==> src/sd_enc_consts.svh <==
// Register offsets, field positions, reset values and timing counts for the SD encoder control
`ifndef SD_ENC_CONSTS_SVH
`define SD_ENC_CONSTS_SVH

`define SD_ADDR_FILTER 8'h80
`define SD_ADDR_MODE2 8'h82
`define SD_ADDR_MODE4 8'h84
`define SD_ADDR_MODE7 8'h87
`define SD_ADDR_MODE8 8'h88
`define SD_ADDR_SUBCARRIER_FREQ_BYTE0 8'h8C
`define SD_ADDR_SUBCARRIER_FREQ_BYTE1 8'h8D
`define SD_ADDR_SUBCARRIER_FREQ_BYTE2 8'h8E
`define SD_ADDR_SUBCARRIER_FREQ_BYTE3 8'h8F
`define SD_ADDR_GAIN 8'hA2
`define SD_ADDR_FIELD 8'hBB

`define SD_FLT_STD_LSB 0
`define SD_FLT_LUMA_LSB 2
`define SD_FLT_CHROMA_LSB 5
`define SD_MODE2_PRPB_EXTENDED_RESPONSE_FILTER 0
`define SD_MODE2_SQUARE 4
`define SD_MODE4_RST_LSB 1
`define SD_MODE7_GAIN_EN 4
`define SD_MODE8_EMBEDDED 0
`define SD_MODE8_NONINT 1

`define SD_FILTER_RESET 8'h00
`define SD_MODE_RESET 8'h00
`define SD_GAIN_RESET 4'h0
`define SD_GAIN_MAX 4'hC
`define SD_FSC_RESET 32'h21F0_7C1F
`define SD_FSC_NTSC 32'h21F0_7C1F
`define SD_FSC_PAL 32'h2A09_8ACB
`define SD_MODE8_PROGRESSIVE 8'h02

`define SD_LINE_NTSC 11'h6B4
`define SD_LINE_PAL 11'h6C0
`define SD_LINE_SQ_NTSC 11'h618
`define SD_LINE_SQ_PAL 11'h760
`define SD_LINES_NTSC_I 10'h20D
`define SD_LINES_PAL_I 10'h271
`define SD_LINES_NTSC_P 10'h106
`define SD_LINES_PAL_P 10'h138
`define SD_FIELDS_NTSC 3'h3
`define SD_FIELDS_PAL 3'h7

`define SD_EAV_PREAMBLE 24'hFF_0000
`define SD_SYNC_BYTE_H 4
`define SD_SYNC_BYTE_F 6

`endif

==> src/sd_enc_pkg.sv <==
// Types shared by the SD encoder control and its pixel source
package sd_enc_pkg;
   typedef enum logic [1:0] {STD_NTSC, STD_PAL, STD_PAL_M, STD_PAL_N} video_std_e;
   typedef enum logic [1:0] {RST_OFF, RST_PHASE, RST_TIMING, RST_FREQ_LOCK} sd_counter_reset_mode_e;
   typedef enum logic [2:0] {LUMA_LPF_NTSC, LUMA_LPF_PAL, LUMA_NOTCH_NTSC, LUMA_NOTCH_PAL,
                             LUMA_EXT, LUMA_EXT_GAIN, LUMA_CIF, LUMA_QCIF} luma_filter_e;
   typedef enum logic [2:0] {CMD_WRITE, CMD_READ, CMD_FSC_NTSC, CMD_FSC_PAL,
                             CMD_PROG_NTSC, CMD_PROG_PAL} host_cmd_e;
   typedef enum logic [1:0] {H_IDLE, H_SEQ, H_READ_WAIT} host_state_e;
   typedef struct packed {
      logic last;
      logic [7:0] addr;
      logic [7:0] data;
   } seq_entry_s;
endpackage

==> src/sd_enc_link.sv <==
// Link between the pixel source and the SD encoder control
`timescale 1ns/1ps
interface sd_enc_link;
   logic regWrite;
   logic regRead;
   logic [7:0] regAddr;
   logic [7:0] regWdata;
   logic [7:0] regRdata;
   logic regRdValid;
   logic pixValid;
   logic pixReady;
   logic [15:0] pixData;
   logic hsyncN;
   logic vsyncN;
   logic timingResetPin;

   modport dev(input regWrite, regRead, regAddr, regWdata, pixValid, pixData, hsyncN, vsyncN,
               timingResetPin, output regRdata, regRdValid, pixReady);
   modport src(output regWrite, regRead, regAddr, regWdata, pixValid, pixData, hsyncN, vsyncN,
               timingResetPin, input regRdata, regRdValid, pixReady);
endinterface // sd_enc_link

==> src/sd_enc_device.sv <==
// SD encoder control end: subcarrier word, mode bits, filter selection and SD timing counters
`timescale 1ns/1ps
`include "sd_enc_consts.svh"

// Behaviour
// - Subcarrier word is 32 bits in four bytes
// - Lowest subaddress holds least significant byte
// - Host writes bytes zero to three ascending
// - New word applies only after byte three
// - Host loads recommended NTSC or PAL bytes
// - Mode8 bit1 selects noninterlaced SD operation
// - Noninterlaced accepts 240 or 288 line frames
// - Source supplies 27 MHz clock when progressive
// - Sync from embedded codes or sync pins
// - All features stay available when progressive
// - Host picks standard and sets progressive bit
// - Mode2 bit4 selects square pixel timing
// - Source supplies square pixel clock rate
// - Square pixel changes line length counters
// - Filter register bits 4:2 pick luma response
// - Chroma select offers low-pass, CIF, QCIF
// - Gain enable picks one of 13 steps
// - Mode2 bit0 switches PrPb extended filter
// - PrPb filter off routes selected chroma filter
// - Timing reset holds counters, restarts field one
module sd_enc_device (
   input wire logic sys_clk,
   input wire logic reset,
   sd_enc_link.dev link,
   output sd_enc_pkg::luma_filter_e lumaFilter,
   output logic [3:0] gainStep,
   output logic [2:0] chromaFilter,
   output logic prpbSsafOn,
   output logic [2:0] prpbFilter,
   output logic squarePixel,
   output logic nonInterlaced,
   output sd_enc_pkg::video_std_e videoStd,
   output logic [10:0] pixelCount,
   output logic [9:0] lineCount,
   output logic [2:0] fieldNum,
   output logic [7:0] subcarrierPhase,
   output logic outValid,
   input wire logic outReady,
   output logic [15:0] outData
);
   import sd_enc_pkg::*;

   typedef struct packed {
      logic [7:0] filterReg;
      logic [7:0] mode2Reg;
      logic [7:0] mode4Reg;
      logic [7:0] mode7Reg;
      logic [7:0] mode8Reg;
      logic [3:0] gainReg;
      logic [31:0] fscShadow;
      logic [31:0] fscActive;
      logic [31:0] phaseAcc;
      logic [7:0] actFilter;
      logic [7:0] actMode2;
      logic [7:0] actMode7;
      logic [7:0] actMode8;
      logic [3:0] actGain;
      logic [10:0] hCount;
      logic [9:0] lCount;
      logic [2:0] field;
      logic rstSync1;
      logic rstSync2;
      logic rstPrev;
      logic holdTiming;
      logic phaseArmed;
      logic [23:0] byteHist;
      logic fPrev;
      logic hsPrev;
      logic vsPrev;
      logic [1:0][15:0] bufData;
      logic [1:0] bufCount;
      logic rdPtr;
      logic wrPtr;
      logic inReady;
      logic bufValid;
      logic [15:0] bufHead;
      logic [7:0] rdData;
      logic rdValid;
      logic [7:0] scPhase;
   } dev_state_s;

   dev_state_s st_reg;
   dev_state_s st_next;

   // Line length in clocks for the standard and pixel aspect
   function automatic logic [10:0] lineLen(input logic [1:0] std, input logic square);
      if (std[0])
         lineLen = square ? `SD_LINE_SQ_PAL : `SD_LINE_PAL;
      else
         lineLen = square ? `SD_LINE_SQ_NTSC : `SD_LINE_NTSC;
   endfunction

   // Lines per frame; progressive frames take half the lines, rounded down
   function automatic logic [9:0] frameLines(input logic [1:0] std, input logic nonInt);
      if (std[0])
         frameLines = nonInt ? `SD_LINES_PAL_P : `SD_LINES_PAL_I;
      else
         frameLines = nonInt ? `SD_LINES_NTSC_P : `SD_LINES_NTSC_I;
   endfunction

   // Register readback, unmapped offsets read as zero
   function automatic logic [7:0] readReg(input logic [7:0] addr, input dev_state_s s);
      unique case (addr)
         `SD_ADDR_FILTER: readReg = s.filterReg;
         `SD_ADDR_MODE2: readReg = s.mode2Reg;
         `SD_ADDR_MODE4: readReg = s.mode4Reg;
         `SD_ADDR_MODE7: readReg = s.mode7Reg;
         `SD_ADDR_MODE8: readReg = s.mode8Reg;
         `SD_ADDR_SUBCARRIER_FREQ_BYTE0: readReg = s.fscShadow[7:0];
         `SD_ADDR_SUBCARRIER_FREQ_BYTE1: readReg = s.fscShadow[15:8];
         `SD_ADDR_SUBCARRIER_FREQ_BYTE2: readReg = s.fscShadow[23:16];
         `SD_ADDR_SUBCARRIER_FREQ_BYTE3: readReg = s.fscShadow[31:24];
         `SD_ADDR_GAIN: readReg = {4'h0, s.gainReg};
         `SD_ADDR_FIELD: readReg = {5'h00, s.field};
         default: readReg = 8'h00;
      endcase
   endfunction

   always_comb begin
      logic push;
      logic pop;
      logic lineStart;
      logic fieldStart;
      logic rstRise;
      logic rstFall;
      logic syncH;
      logic syncV;
      logic [10:0] lenNow;
      logic [9:0] linesNow;
      logic [2:0] fieldsMax;
      sd_counter_reset_mode_e rstMode;
      push = 1'b0;
      pop = 1'b0;
      lineStart = 1'b0;
      fieldStart = 1'b0;
      syncH = 1'b0;
      syncV = 1'b0;
      rstRise = st_reg.rstSync2 && !st_reg.rstPrev;
      rstFall = !st_reg.rstSync2 && st_reg.rstPrev;
      rstMode = sd_counter_reset_mode_e'(st_reg.mode4Reg[`SD_MODE4_RST_LSB +: 2]);
      lenNow = lineLen(st_reg.actFilter[`SD_FLT_STD_LSB +: 2], st_reg.actMode2[`SD_MODE2_SQUARE]);
      linesNow = frameLines(st_reg.actFilter[`SD_FLT_STD_LSB +: 2], st_reg.actMode8[`SD_MODE8_NONINT]);
      fieldsMax = st_reg.actFilter[`SD_FLT_STD_LSB] ? `SD_FIELDS_PAL : `SD_FIELDS_NTSC;
      st_next = st_reg;

      // Register writes; the word goes live only with the top byte
      st_next.rdValid = 1'b0;
      if (link.regWrite) begin
         unique case (link.regAddr)
            `SD_ADDR_FILTER: st_next.filterReg = link.regWdata;
            `SD_ADDR_MODE2: st_next.mode2Reg = link.regWdata;
            `SD_ADDR_MODE4: st_next.mode4Reg = link.regWdata;
            `SD_ADDR_MODE7: st_next.mode7Reg = link.regWdata;
            `SD_ADDR_MODE8: st_next.mode8Reg = link.regWdata;
            `SD_ADDR_SUBCARRIER_FREQ_BYTE0: st_next.fscShadow[7:0] = link.regWdata;
            `SD_ADDR_SUBCARRIER_FREQ_BYTE1: st_next.fscShadow[15:8] = link.regWdata;
            `SD_ADDR_SUBCARRIER_FREQ_BYTE2: st_next.fscShadow[23:16] = link.regWdata;
            `SD_ADDR_SUBCARRIER_FREQ_BYTE3: begin
               st_next.fscShadow[31:24] = link.regWdata;
               st_next.fscActive = {link.regWdata, st_reg.fscShadow[23:0]};
            end
            // Steps beyond the last one are clamped, not wrapped
            `SD_ADDR_GAIN: st_next.gainReg = (link.regWdata[3:0] > `SD_GAIN_MAX) ? `SD_GAIN_MAX
                                           : link.regWdata[3:0];
            default: ;
         endcase
      end
      if (link.regRead) begin
         st_next.rdData = readReg(link.regAddr, st_reg);
         st_next.rdValid = 1'b1;
      end

      // Two-entry pixel buffer; the receiver may stall freely
      push = link.pixValid && st_reg.inReady;
      pop = st_reg.bufValid && outReady;
      if (push) begin
         st_next.bufData[st_reg.wrPtr] = link.pixData;
         st_next.wrPtr = ~st_reg.wrPtr;
      end
      if (pop)
         st_next.rdPtr = ~st_reg.rdPtr;
      st_next.bufCount = st_reg.bufCount + {1'b0, push} - {1'b0, pop};
      st_next.inReady = (st_next.bufCount != 2'd2);
      st_next.bufValid = (st_next.bufCount != 2'd0);
      st_next.bufHead = st_next.bufData[st_next.rdPtr];

      // Sync detection from pins or embedded codes
      st_next.hsPrev = link.hsyncN;
      st_next.vsPrev = link.vsyncN;
      if (push)
         st_next.byteHist = {st_reg.byteHist[15:0], link.pixData[7:0]};
      if (st_reg.actMode8[`SD_MODE8_EMBEDDED]) begin
         if (push && st_reg.byteHist == `SD_EAV_PREAMBLE && link.pixData[`SD_SYNC_BYTE_H]) begin
            syncH = 1'b1;
            st_next.fPrev = link.pixData[`SD_SYNC_BYTE_F];
            syncV = st_reg.fPrev && !link.pixData[`SD_SYNC_BYTE_F];
         end
      end else begin
         syncH = st_reg.hsPrev && !link.hsyncN;
         syncV = st_reg.vsPrev && !link.vsyncN;
      end

      // Reset pin passes two flip-flops before use
      st_next.rstSync1 = link.timingResetPin;
      st_next.rstSync2 = st_reg.rstSync1;
      st_next.rstPrev = st_reg.rstSync2;

      // Timing counters; lengths follow the latched mode bits
      if (syncH || st_reg.hCount == lenNow - 11'd1) begin
         st_next.hCount = 11'd0;
         lineStart = 1'b1;
         if (syncV || st_reg.lCount == linesNow - 10'd1) begin
            st_next.lCount = 10'd0;
            fieldStart = 1'b1;
         end else begin
            st_next.lCount = st_reg.lCount + 10'd1;
            // Interlaced frames hold two fields
            fieldStart = !st_reg.actMode8[`SD_MODE8_NONINT] && st_next.lCount == {1'b0, linesNow[9:1]};
         end
      end else begin
         st_next.hCount = st_reg.hCount + 11'd1;
      end
      if (fieldStart)
         st_next.field = (st_reg.field == fieldsMax) ? 3'd0 : st_reg.field + 3'd1;

      // New selections only at a line start, so no line is split
      if (lineStart) begin
         st_next.actFilter = st_reg.filterReg;
         st_next.actMode2 = st_reg.mode2Reg;
         st_next.actMode7 = st_reg.mode7Reg;
         st_next.actMode8 = st_reg.mode8Reg;
         st_next.actGain = st_reg.gainReg;
      end

      // Phase accumulator steps by the programmed word; phase reset zeroes it at the next field start
      st_next.phaseAcc = st_reg.phaseAcc + st_reg.fscActive;
      if (rstMode == RST_PHASE && rstRise)
         st_next.phaseArmed = 1'b1;
      if (st_reg.phaseArmed && fieldStart) begin
         st_next.phaseAcc = 32'h0000_0000;
         st_next.phaseArmed = 1'b0;
      end

      // Timing reset holds counters while the pin is high
      if (rstMode == RST_TIMING && rstRise)
         st_next.holdTiming = 1'b1;
      if (st_reg.holdTiming) begin
         st_next.hCount = 11'd0;
         st_next.lCount = 10'd0;
         st_next.field = 3'd0;
         if (rstFall) begin
            st_next.holdTiming = 1'b0;
            st_next.phaseAcc = 32'h0000_0000;
         end
      end
      st_next.scPhase = st_reg.phaseAcc[31:24];

      if (reset) begin
         st_next = '0;
         st_next.filterReg = `SD_FILTER_RESET;
         st_next.mode2Reg = `SD_MODE_RESET;
         st_next.mode4Reg = `SD_MODE_RESET;
         st_next.mode7Reg = `SD_MODE_RESET;
         st_next.mode8Reg = `SD_MODE_RESET;
         st_next.gainReg = `SD_GAIN_RESET;
         st_next.fscShadow = `SD_FSC_RESET;
         st_next.fscActive = `SD_FSC_RESET;
         st_next.actFilter = `SD_FILTER_RESET;
         st_next.actMode2 = `SD_MODE_RESET;
         st_next.actMode7 = `SD_MODE_RESET;
         st_next.actMode8 = `SD_MODE_RESET;
         st_next.actGain = `SD_GAIN_RESET;
         st_next.hsPrev = 1'b1;
         st_next.vsPrev = 1'b1;
         st_next.inReady = 1'b1;
      end
   end

   // Single state register
   always_ff @(posedge sys_clk) begin
      st_reg <= st_next;
   end

   // Outputs straight from state; gain shaping needs the extended response
   assign lumaFilter = (luma_filter_e'(st_reg.actFilter[`SD_FLT_LUMA_LSB +: 3]) == LUMA_EXT
                        && st_reg.actMode7[`SD_MODE7_GAIN_EN]) ? LUMA_EXT_GAIN
                       : luma_filter_e'(st_reg.actFilter[`SD_FLT_LUMA_LSB +: 3]);
   assign gainStep = st_reg.actGain;
   assign chromaFilter = st_reg.actFilter[`SD_FLT_CHROMA_LSB +: 3];
   assign prpbSsafOn = st_reg.actMode2[`SD_MODE2_PRPB_EXTENDED_RESPONSE_FILTER];
   assign prpbFilter = st_reg.actMode2[`SD_MODE2_PRPB_EXTENDED_RESPONSE_FILTER] ? 3'd0
                       : st_reg.actFilter[`SD_FLT_CHROMA_LSB +: 3];
   assign squarePixel = st_reg.actMode2[`SD_MODE2_SQUARE];
   assign nonInterlaced = st_reg.actMode8[`SD_MODE8_NONINT];
   assign videoStd = video_std_e'(st_reg.actFilter[`SD_FLT_STD_LSB +: 2]);
   assign pixelCount = st_reg.hCount;
   assign lineCount = st_reg.lCount;
   assign fieldNum = st_reg.field;
   assign subcarrierPhase = st_reg.scPhase;
   assign outValid = st_reg.bufValid;
   assign outData = st_reg.bufHead;
   assign link.pixReady = st_reg.inReady;
   assign link.regRdata = st_reg.rdData;
   assign link.regRdValid = st_reg.rdValid;
endmodule // sd_enc_device

==> src/flat_wrapper.sv <==
// flat-port wrapper written by rule: the top's interface ports become plain ports
module sd_enc_device_flat import sd_enc_pkg::*;
  (sys_clk, reset, lumaFilter, gainStep, chromaFilter, prpbSsafOn, prpbFilter, squarePixel, nonInterlaced, videoStd, pixelCount, lineCount, fieldNum, subcarrierPhase, outValid, outReady, outData, link_regWrite, link_regRead, link_regAddr, link_regWdata, link_pixValid, link_pixData, link_hsyncN, link_vsyncN, link_timingResetPin, link_regRdata, link_regRdValid, link_pixReady);
  sd_enc_link link_i ();
  input wire logic sys_clk;
  input wire logic reset;
  output sd_enc_pkg::luma_filter_e lumaFilter;
  output logic [3:0] gainStep;
  output logic [2:0] chromaFilter;
  output logic prpbSsafOn;
  output logic [2:0] prpbFilter;
  output logic squarePixel;
  output logic nonInterlaced;
  output sd_enc_pkg::video_std_e videoStd;
  output logic [10:0] pixelCount;
  output logic [9:0] lineCount;
  output logic [2:0] fieldNum;
  output logic [7:0] subcarrierPhase;
  output logic outValid;
  input wire logic outReady;
  output logic [15:0] outData;
  input wire logic [$bits(link_i.regWrite)-1:0] link_regWrite;
  input wire logic [$bits(link_i.regRead)-1:0] link_regRead;
  input wire logic [$bits(link_i.regAddr)-1:0] link_regAddr;
  input wire logic [$bits(link_i.regWdata)-1:0] link_regWdata;
  input wire logic [$bits(link_i.pixValid)-1:0] link_pixValid;
  input wire logic [$bits(link_i.pixData)-1:0] link_pixData;
  input wire logic [$bits(link_i.hsyncN)-1:0] link_hsyncN;
  input wire logic [$bits(link_i.vsyncN)-1:0] link_vsyncN;
  input wire logic [$bits(link_i.timingResetPin)-1:0] link_timingResetPin;
  output wire logic [$bits(link_i.regRdata)-1:0] link_regRdata;
  output wire logic [$bits(link_i.regRdValid)-1:0] link_regRdValid;
  output wire logic [$bits(link_i.pixReady)-1:0] link_pixReady;
  assign link_i.regWrite = link_regWrite;
  assign link_i.regRead = link_regRead;
  assign link_i.regAddr = link_regAddr;
  assign link_i.regWdata = link_regWdata;
  assign link_i.pixValid = link_pixValid;
  assign link_i.pixData = link_pixData;
  assign link_i.hsyncN = link_hsyncN;
  assign link_i.vsyncN = link_vsyncN;
  assign link_i.timingResetPin = link_timingResetPin;
  assign link_regRdata = link_i.regRdata;
  assign link_regRdValid = link_i.regRdValid;
  assign link_pixReady = link_i.pixReady;
  sd_enc_device u_core (.sys_clk(sys_clk), .reset(reset), .link(link_i), .lumaFilter(lumaFilter), .gainStep(gainStep), .chromaFilter(chromaFilter), .prpbSsafOn(prpbSsafOn), .prpbFilter(prpbFilter), .squarePixel(squarePixel), .nonInterlaced(nonInterlaced), .videoStd(videoStd), .pixelCount(pixelCount), .lineCount(lineCount), .fieldNum(fieldNum), .subcarrierPhase(subcarrierPhase), .outValid(outValid), .outReady(outReady), .outData(outData));
endmodule
==> config.mk <==
export PLATFORM = sky130hd
export DESIGN_NAME = sd_enc_device_flat
export DESIGN_NICKNAME = d
export VERILOG_FILES = /design/src/sd_enc_pkg.sv /design/src/sd_enc_link.sv /design/src/sd_enc_device.sv /design/src/flat_wrapper.sv
export VERILOG_INCLUDE_DIRS = /design/src
export SDC_FILE = /design/constraint.sdc
export NUM_CORES = 1
export LEC_CHECK = 0
export BUFFER_PORTS_ARGS = -buffer_cell sky130_fd_sc_hd__buf_4
export CORE_MARGIN = 2
export CORE_UTILIZATION = 60
export CTS_CLUSTER_DIAMETER = 30
export DETAILED_ROUTE_END_ITERATION = 8
export PLACE_DENSITY = 0.8
export RECOVER_POWER = 25
export SLEW_MARGIN = 20
export SYNTH_ARGS = -nofsm -noshare
export SYNTH_HDL_FRONTEND = slang
export SYNTH_SLANG_ARGS = --single-unit
==> constraint.sdc <==
create_clock -name sys_clk -period 3.7 [get_ports sys_clk]
set_input_delay 0.74 -clock sys_clk [delete_from_list [all_inputs] [get_ports sys_clk]]
set_output_delay 0.74 -clock sys_clk [all_outputs]
set_load 0.01 [all_outputs]
==> run metrics <==
outcome=finished with violations; violated checks=max-capacitance violations, max-slew violations; per-cell via count in the routed design=5.99; worst min-delay path category=in -> reg; commonest cells after routing, fill and taps aside=sky130_fd_sc_hd__dfxtp_1 (276), sky130_fd_sc_hd__nand2_1 (224), sky130_fd_sc_hd__a21oi_1 (131), sky130_fd_sc_hd__nor2_1 (130), sky130_fd_sc_hd__buf_4 (103); number of buffers on the longest clock path=3; tightest slew margin relative to the limit=-16.8%; number of antenna violations at the first check in global routing=0; via count=10,800; layout cells sized above 1=14.0%; Final Routed Wirelength=32.3 mm; RSZ-0062 raised after global routing=no; Sum Neg Setup Slack=0 ns; Worst setup startpoint=u_core.st_reg[195]; initial cell density of the core=60.7%; post-detailed-route count of antenna-violating nets=0; number of buffers added on ports=117; setup slack, reg-to-reg=0.66 ns; most common cell after layout, fill and taps aside=sky130_fd_sc_hd__dfxtp_1; count of hold-fix buffers inserted at cts=0; remaining global-route overflow=0; final hold viol count=0; count of instances resized after the clock tree is built=0; Die Wd=149 µm; number of synthesized flops with an enable pin=0; global routing usage summed across all routing layers=28.6%; logic depth of the worst register-to-register path=10; Boundary Pins=118; nature of the critical path endpoint=flop; setup fix buffers added after clock tree synthesis=0; Placeable Area=20,800 µm²; DRC marker count from the first detailed-route iteration=971; post-synthesis sequential element count=276; Top FF cell, synth=sky130_fd_sc_hd__dfxtp_1; critical-path maximum fanout=3; Slew Viols, Final=86; hold slack=0.412 ns; Worst Clk Skew=0.0207 ns; fraction of the mapped netlist area in compound gates=15.1%; post-synthesis sequential area ratio=43.7%; multiplexer area fraction after synthesis=4.72%; count of non-filler cells in the finished layout=1,809; worst slack at placement=0.573 ns; floorplan die height=149 µm; leakage power summed over all cells=5.98 nW; async set-or-reset flop fraction in the synthesized netlist=0%; CTS Root Cell=sky130_fd_sc_hd__clkbuf_16; endpoint of the most critical register-to-register path=u_core.st_reg[191]; cell depth of the worst hold path=2; combinational family with the most area after synthesis=simple AND/OR/NAND/NOR gates; number of failing setup endpoints in the final timing report=0; Cell Pwr Density=633 nW/µm²; critical path required time=4.11 ns; clock sink count=276; antenna fix cells=0; Routed wire per std cell=17.8 µm; pin count of the biggest net entering global routing=124; Post-Synthesis Mean Instance Area=8.62 µm²; dpl hpwl=21.3 mm; total number of nets in the final design=1,580; largest vdd supply drop=482 µV; end point of the worst hold path=u_core.st_reg[71]; vias in the first global route=10,100; H-tree depth reported by CTS=2; arithmetic-cell share of the synthesized area counting full adders, half adders and majority gates=4.12%; first-pass iteration count of the detailed router=7; Largest register FFs=205; Max Cap Violations=1; crit path time final=3.04 ns; top achievable clock speed=0.329 GHz; Final GP Congestion=0.930; area delta synth->final=15.4%; final setup slack of the worst path=0.665 ns; site row count=53; DP Cell Count=1,725; simple-gate portion of the synthesized area=21.9%; CTS tree=built; share of the synthesized netlist area taken by xor and xnor gates=3.12%; clock slew at the register clock pins of the worst setup and hold paths=0.05 ns; post-synth net total=1,549; CP Launch Type=flop; wire length of the first global-routing pass=51.5 mm; launch point of the worst reg-to-reg path=u_core.st_reg[195]; Gate Count Post-Synth=1,467; arrival time of the worst setup path=3.44 ns; Total Die Area=22,300 µm²; total CTS buffers=46; pin slew with the least headroom to its limit=1.75 ns; cell area after technology mapping=12,600 µm²; startpoint of the most critical hold path=link_vsyncN; number of distinct library cells after synthesis=74; Synth warnings=0; final cycle utilization of the critical path=82.0%; clock insertion delay at the later pin of the skew report=0.54 ns; critical path type=reg -> reg; count of unresolved DRC violations after routing=0
area by class of cell:
cell class	count	area, µm²
clock buffer	56	1250
timing repair buffer	136	915
inverter	16	60.1
sequential	276	5530
fill	1595	6220
clock inverter	28	313
multi-input combinational	1022	6200
tap	275	344
power by group:
part	total, W	internal, W	leakage (nW)	switching, W
clock network	0.00420	0.00270	0.758	0.00150
registers	0.00336	0.00325	2.24	0.000113
logic	0.00168	0.000695	2.98	0.000989
total	0.00925	0.00665	5.98	0.00260
per-layer routing:
metal / part of all wire (%) / GRT usage, %
met5: 0 / 0
met2: 46 / 45.5
met3: 8.5 / 6.09
met4: 2.7 / 10.6
met1: 42 / 38.6
how the worst max path moves through the flow:
| stage | endpoint | cells after the start |
|---|---|---|
| after floorplan | u_core.st_reg[247] | 7 |
| after global placement | u_core.st_reg[247] | 6 |
| after detailed placement | u_core.st_reg[248] | 6 |
| after CTS | u_core.st_reg[193] | 9 |
| after global routing | u_core.st_reg[191] | 10 |
| final | u_core.st_reg[191] | 10 |
Yosys cell counts (all sizes together) (3+ instances only):
cell	n	area, µm²
a2111oi	3	32.5
a211o	15	131
a211oi	3	27.5
a21o	17	128
a21oi	132	664
a221oi	8	70.1
a222oi	8	80.1
a22o	8	70.1
a22oi	21	158
a31oi	6	37.5
and2	16	105
and3	20	125
buf	91	639
clkbuf	62	233
dfxtp	276	5530
ha	40	500
inv	14	52.6
mux2	5	56.3
mux2i	54	541
nand2	226	853
nand2b	10	62.6
nand3	71	365
nand3b	20	150
nand4	14	87.6
nor2	131	499
nor2b	19	119
nor3	19	121
nor3b	6	72.6
nor4b	3	26.3
nor4bb	4	40.0
o211ai	4	30.0
o21a	5	37.5
o21ai	29	145
o21bai	5	37.5
o22ai	17	106
o31ai	7	52.6
o41ai	3	26.3
or2	5	31.3
or3	5	31.3
xnor2	24	210
xor2	21	184
stage by stage:
step	area, µm²	utilization (%)	total power (W)
6_report	14600	70.1	0.00925
5_1_grt	14600	70.1	0.00963
4_1_cts	14700	70.7	0.00931
3_5_place_dp	13200	63.2	0.00509
3_3_place_gp	13200	63.2	0.00504
2_1_floorplan	12600	-	0.00473
worst max-delay path, cell delays in order (launching register included):
cell,delay [ns]
sky130_fd_sc_hd__dfxtp_1,0.33
sky130_fd_sc_hd__ha_1,0.22
sky130_fd_sc_hd__fa_1,0.23
sky130_fd_sc_hd__a21o_1,0.14
sky130_fd_sc_hd__a221o_1,0.20
sky130_fd_sc_hd__a31oi_1,0.16
sky130_fd_sc_hd__nor4_2,0.46
sky130_fd_sc_hd__o31ai_1,0.18
sky130_fd_sc_hd__a2111oi_0,0.67
sky130_fd_sc_hd__o21ai_0,0.16
sky130_fd_sc_hd__nor3b_1,0.16
cell families (layout without fill, tap and decap cells):
logic type                 Yosys count  in the layout
xor gates and xnor gates            45             45
AOI/OAI and AO/OA                  300            300
adders and majority gates           41             41
buffers and inverters              169            236
DFF                                276            276
muxes                               59             59
and+or+nand+nor                    577            577
Note: power is estimated with default switching activity, not from simulation.
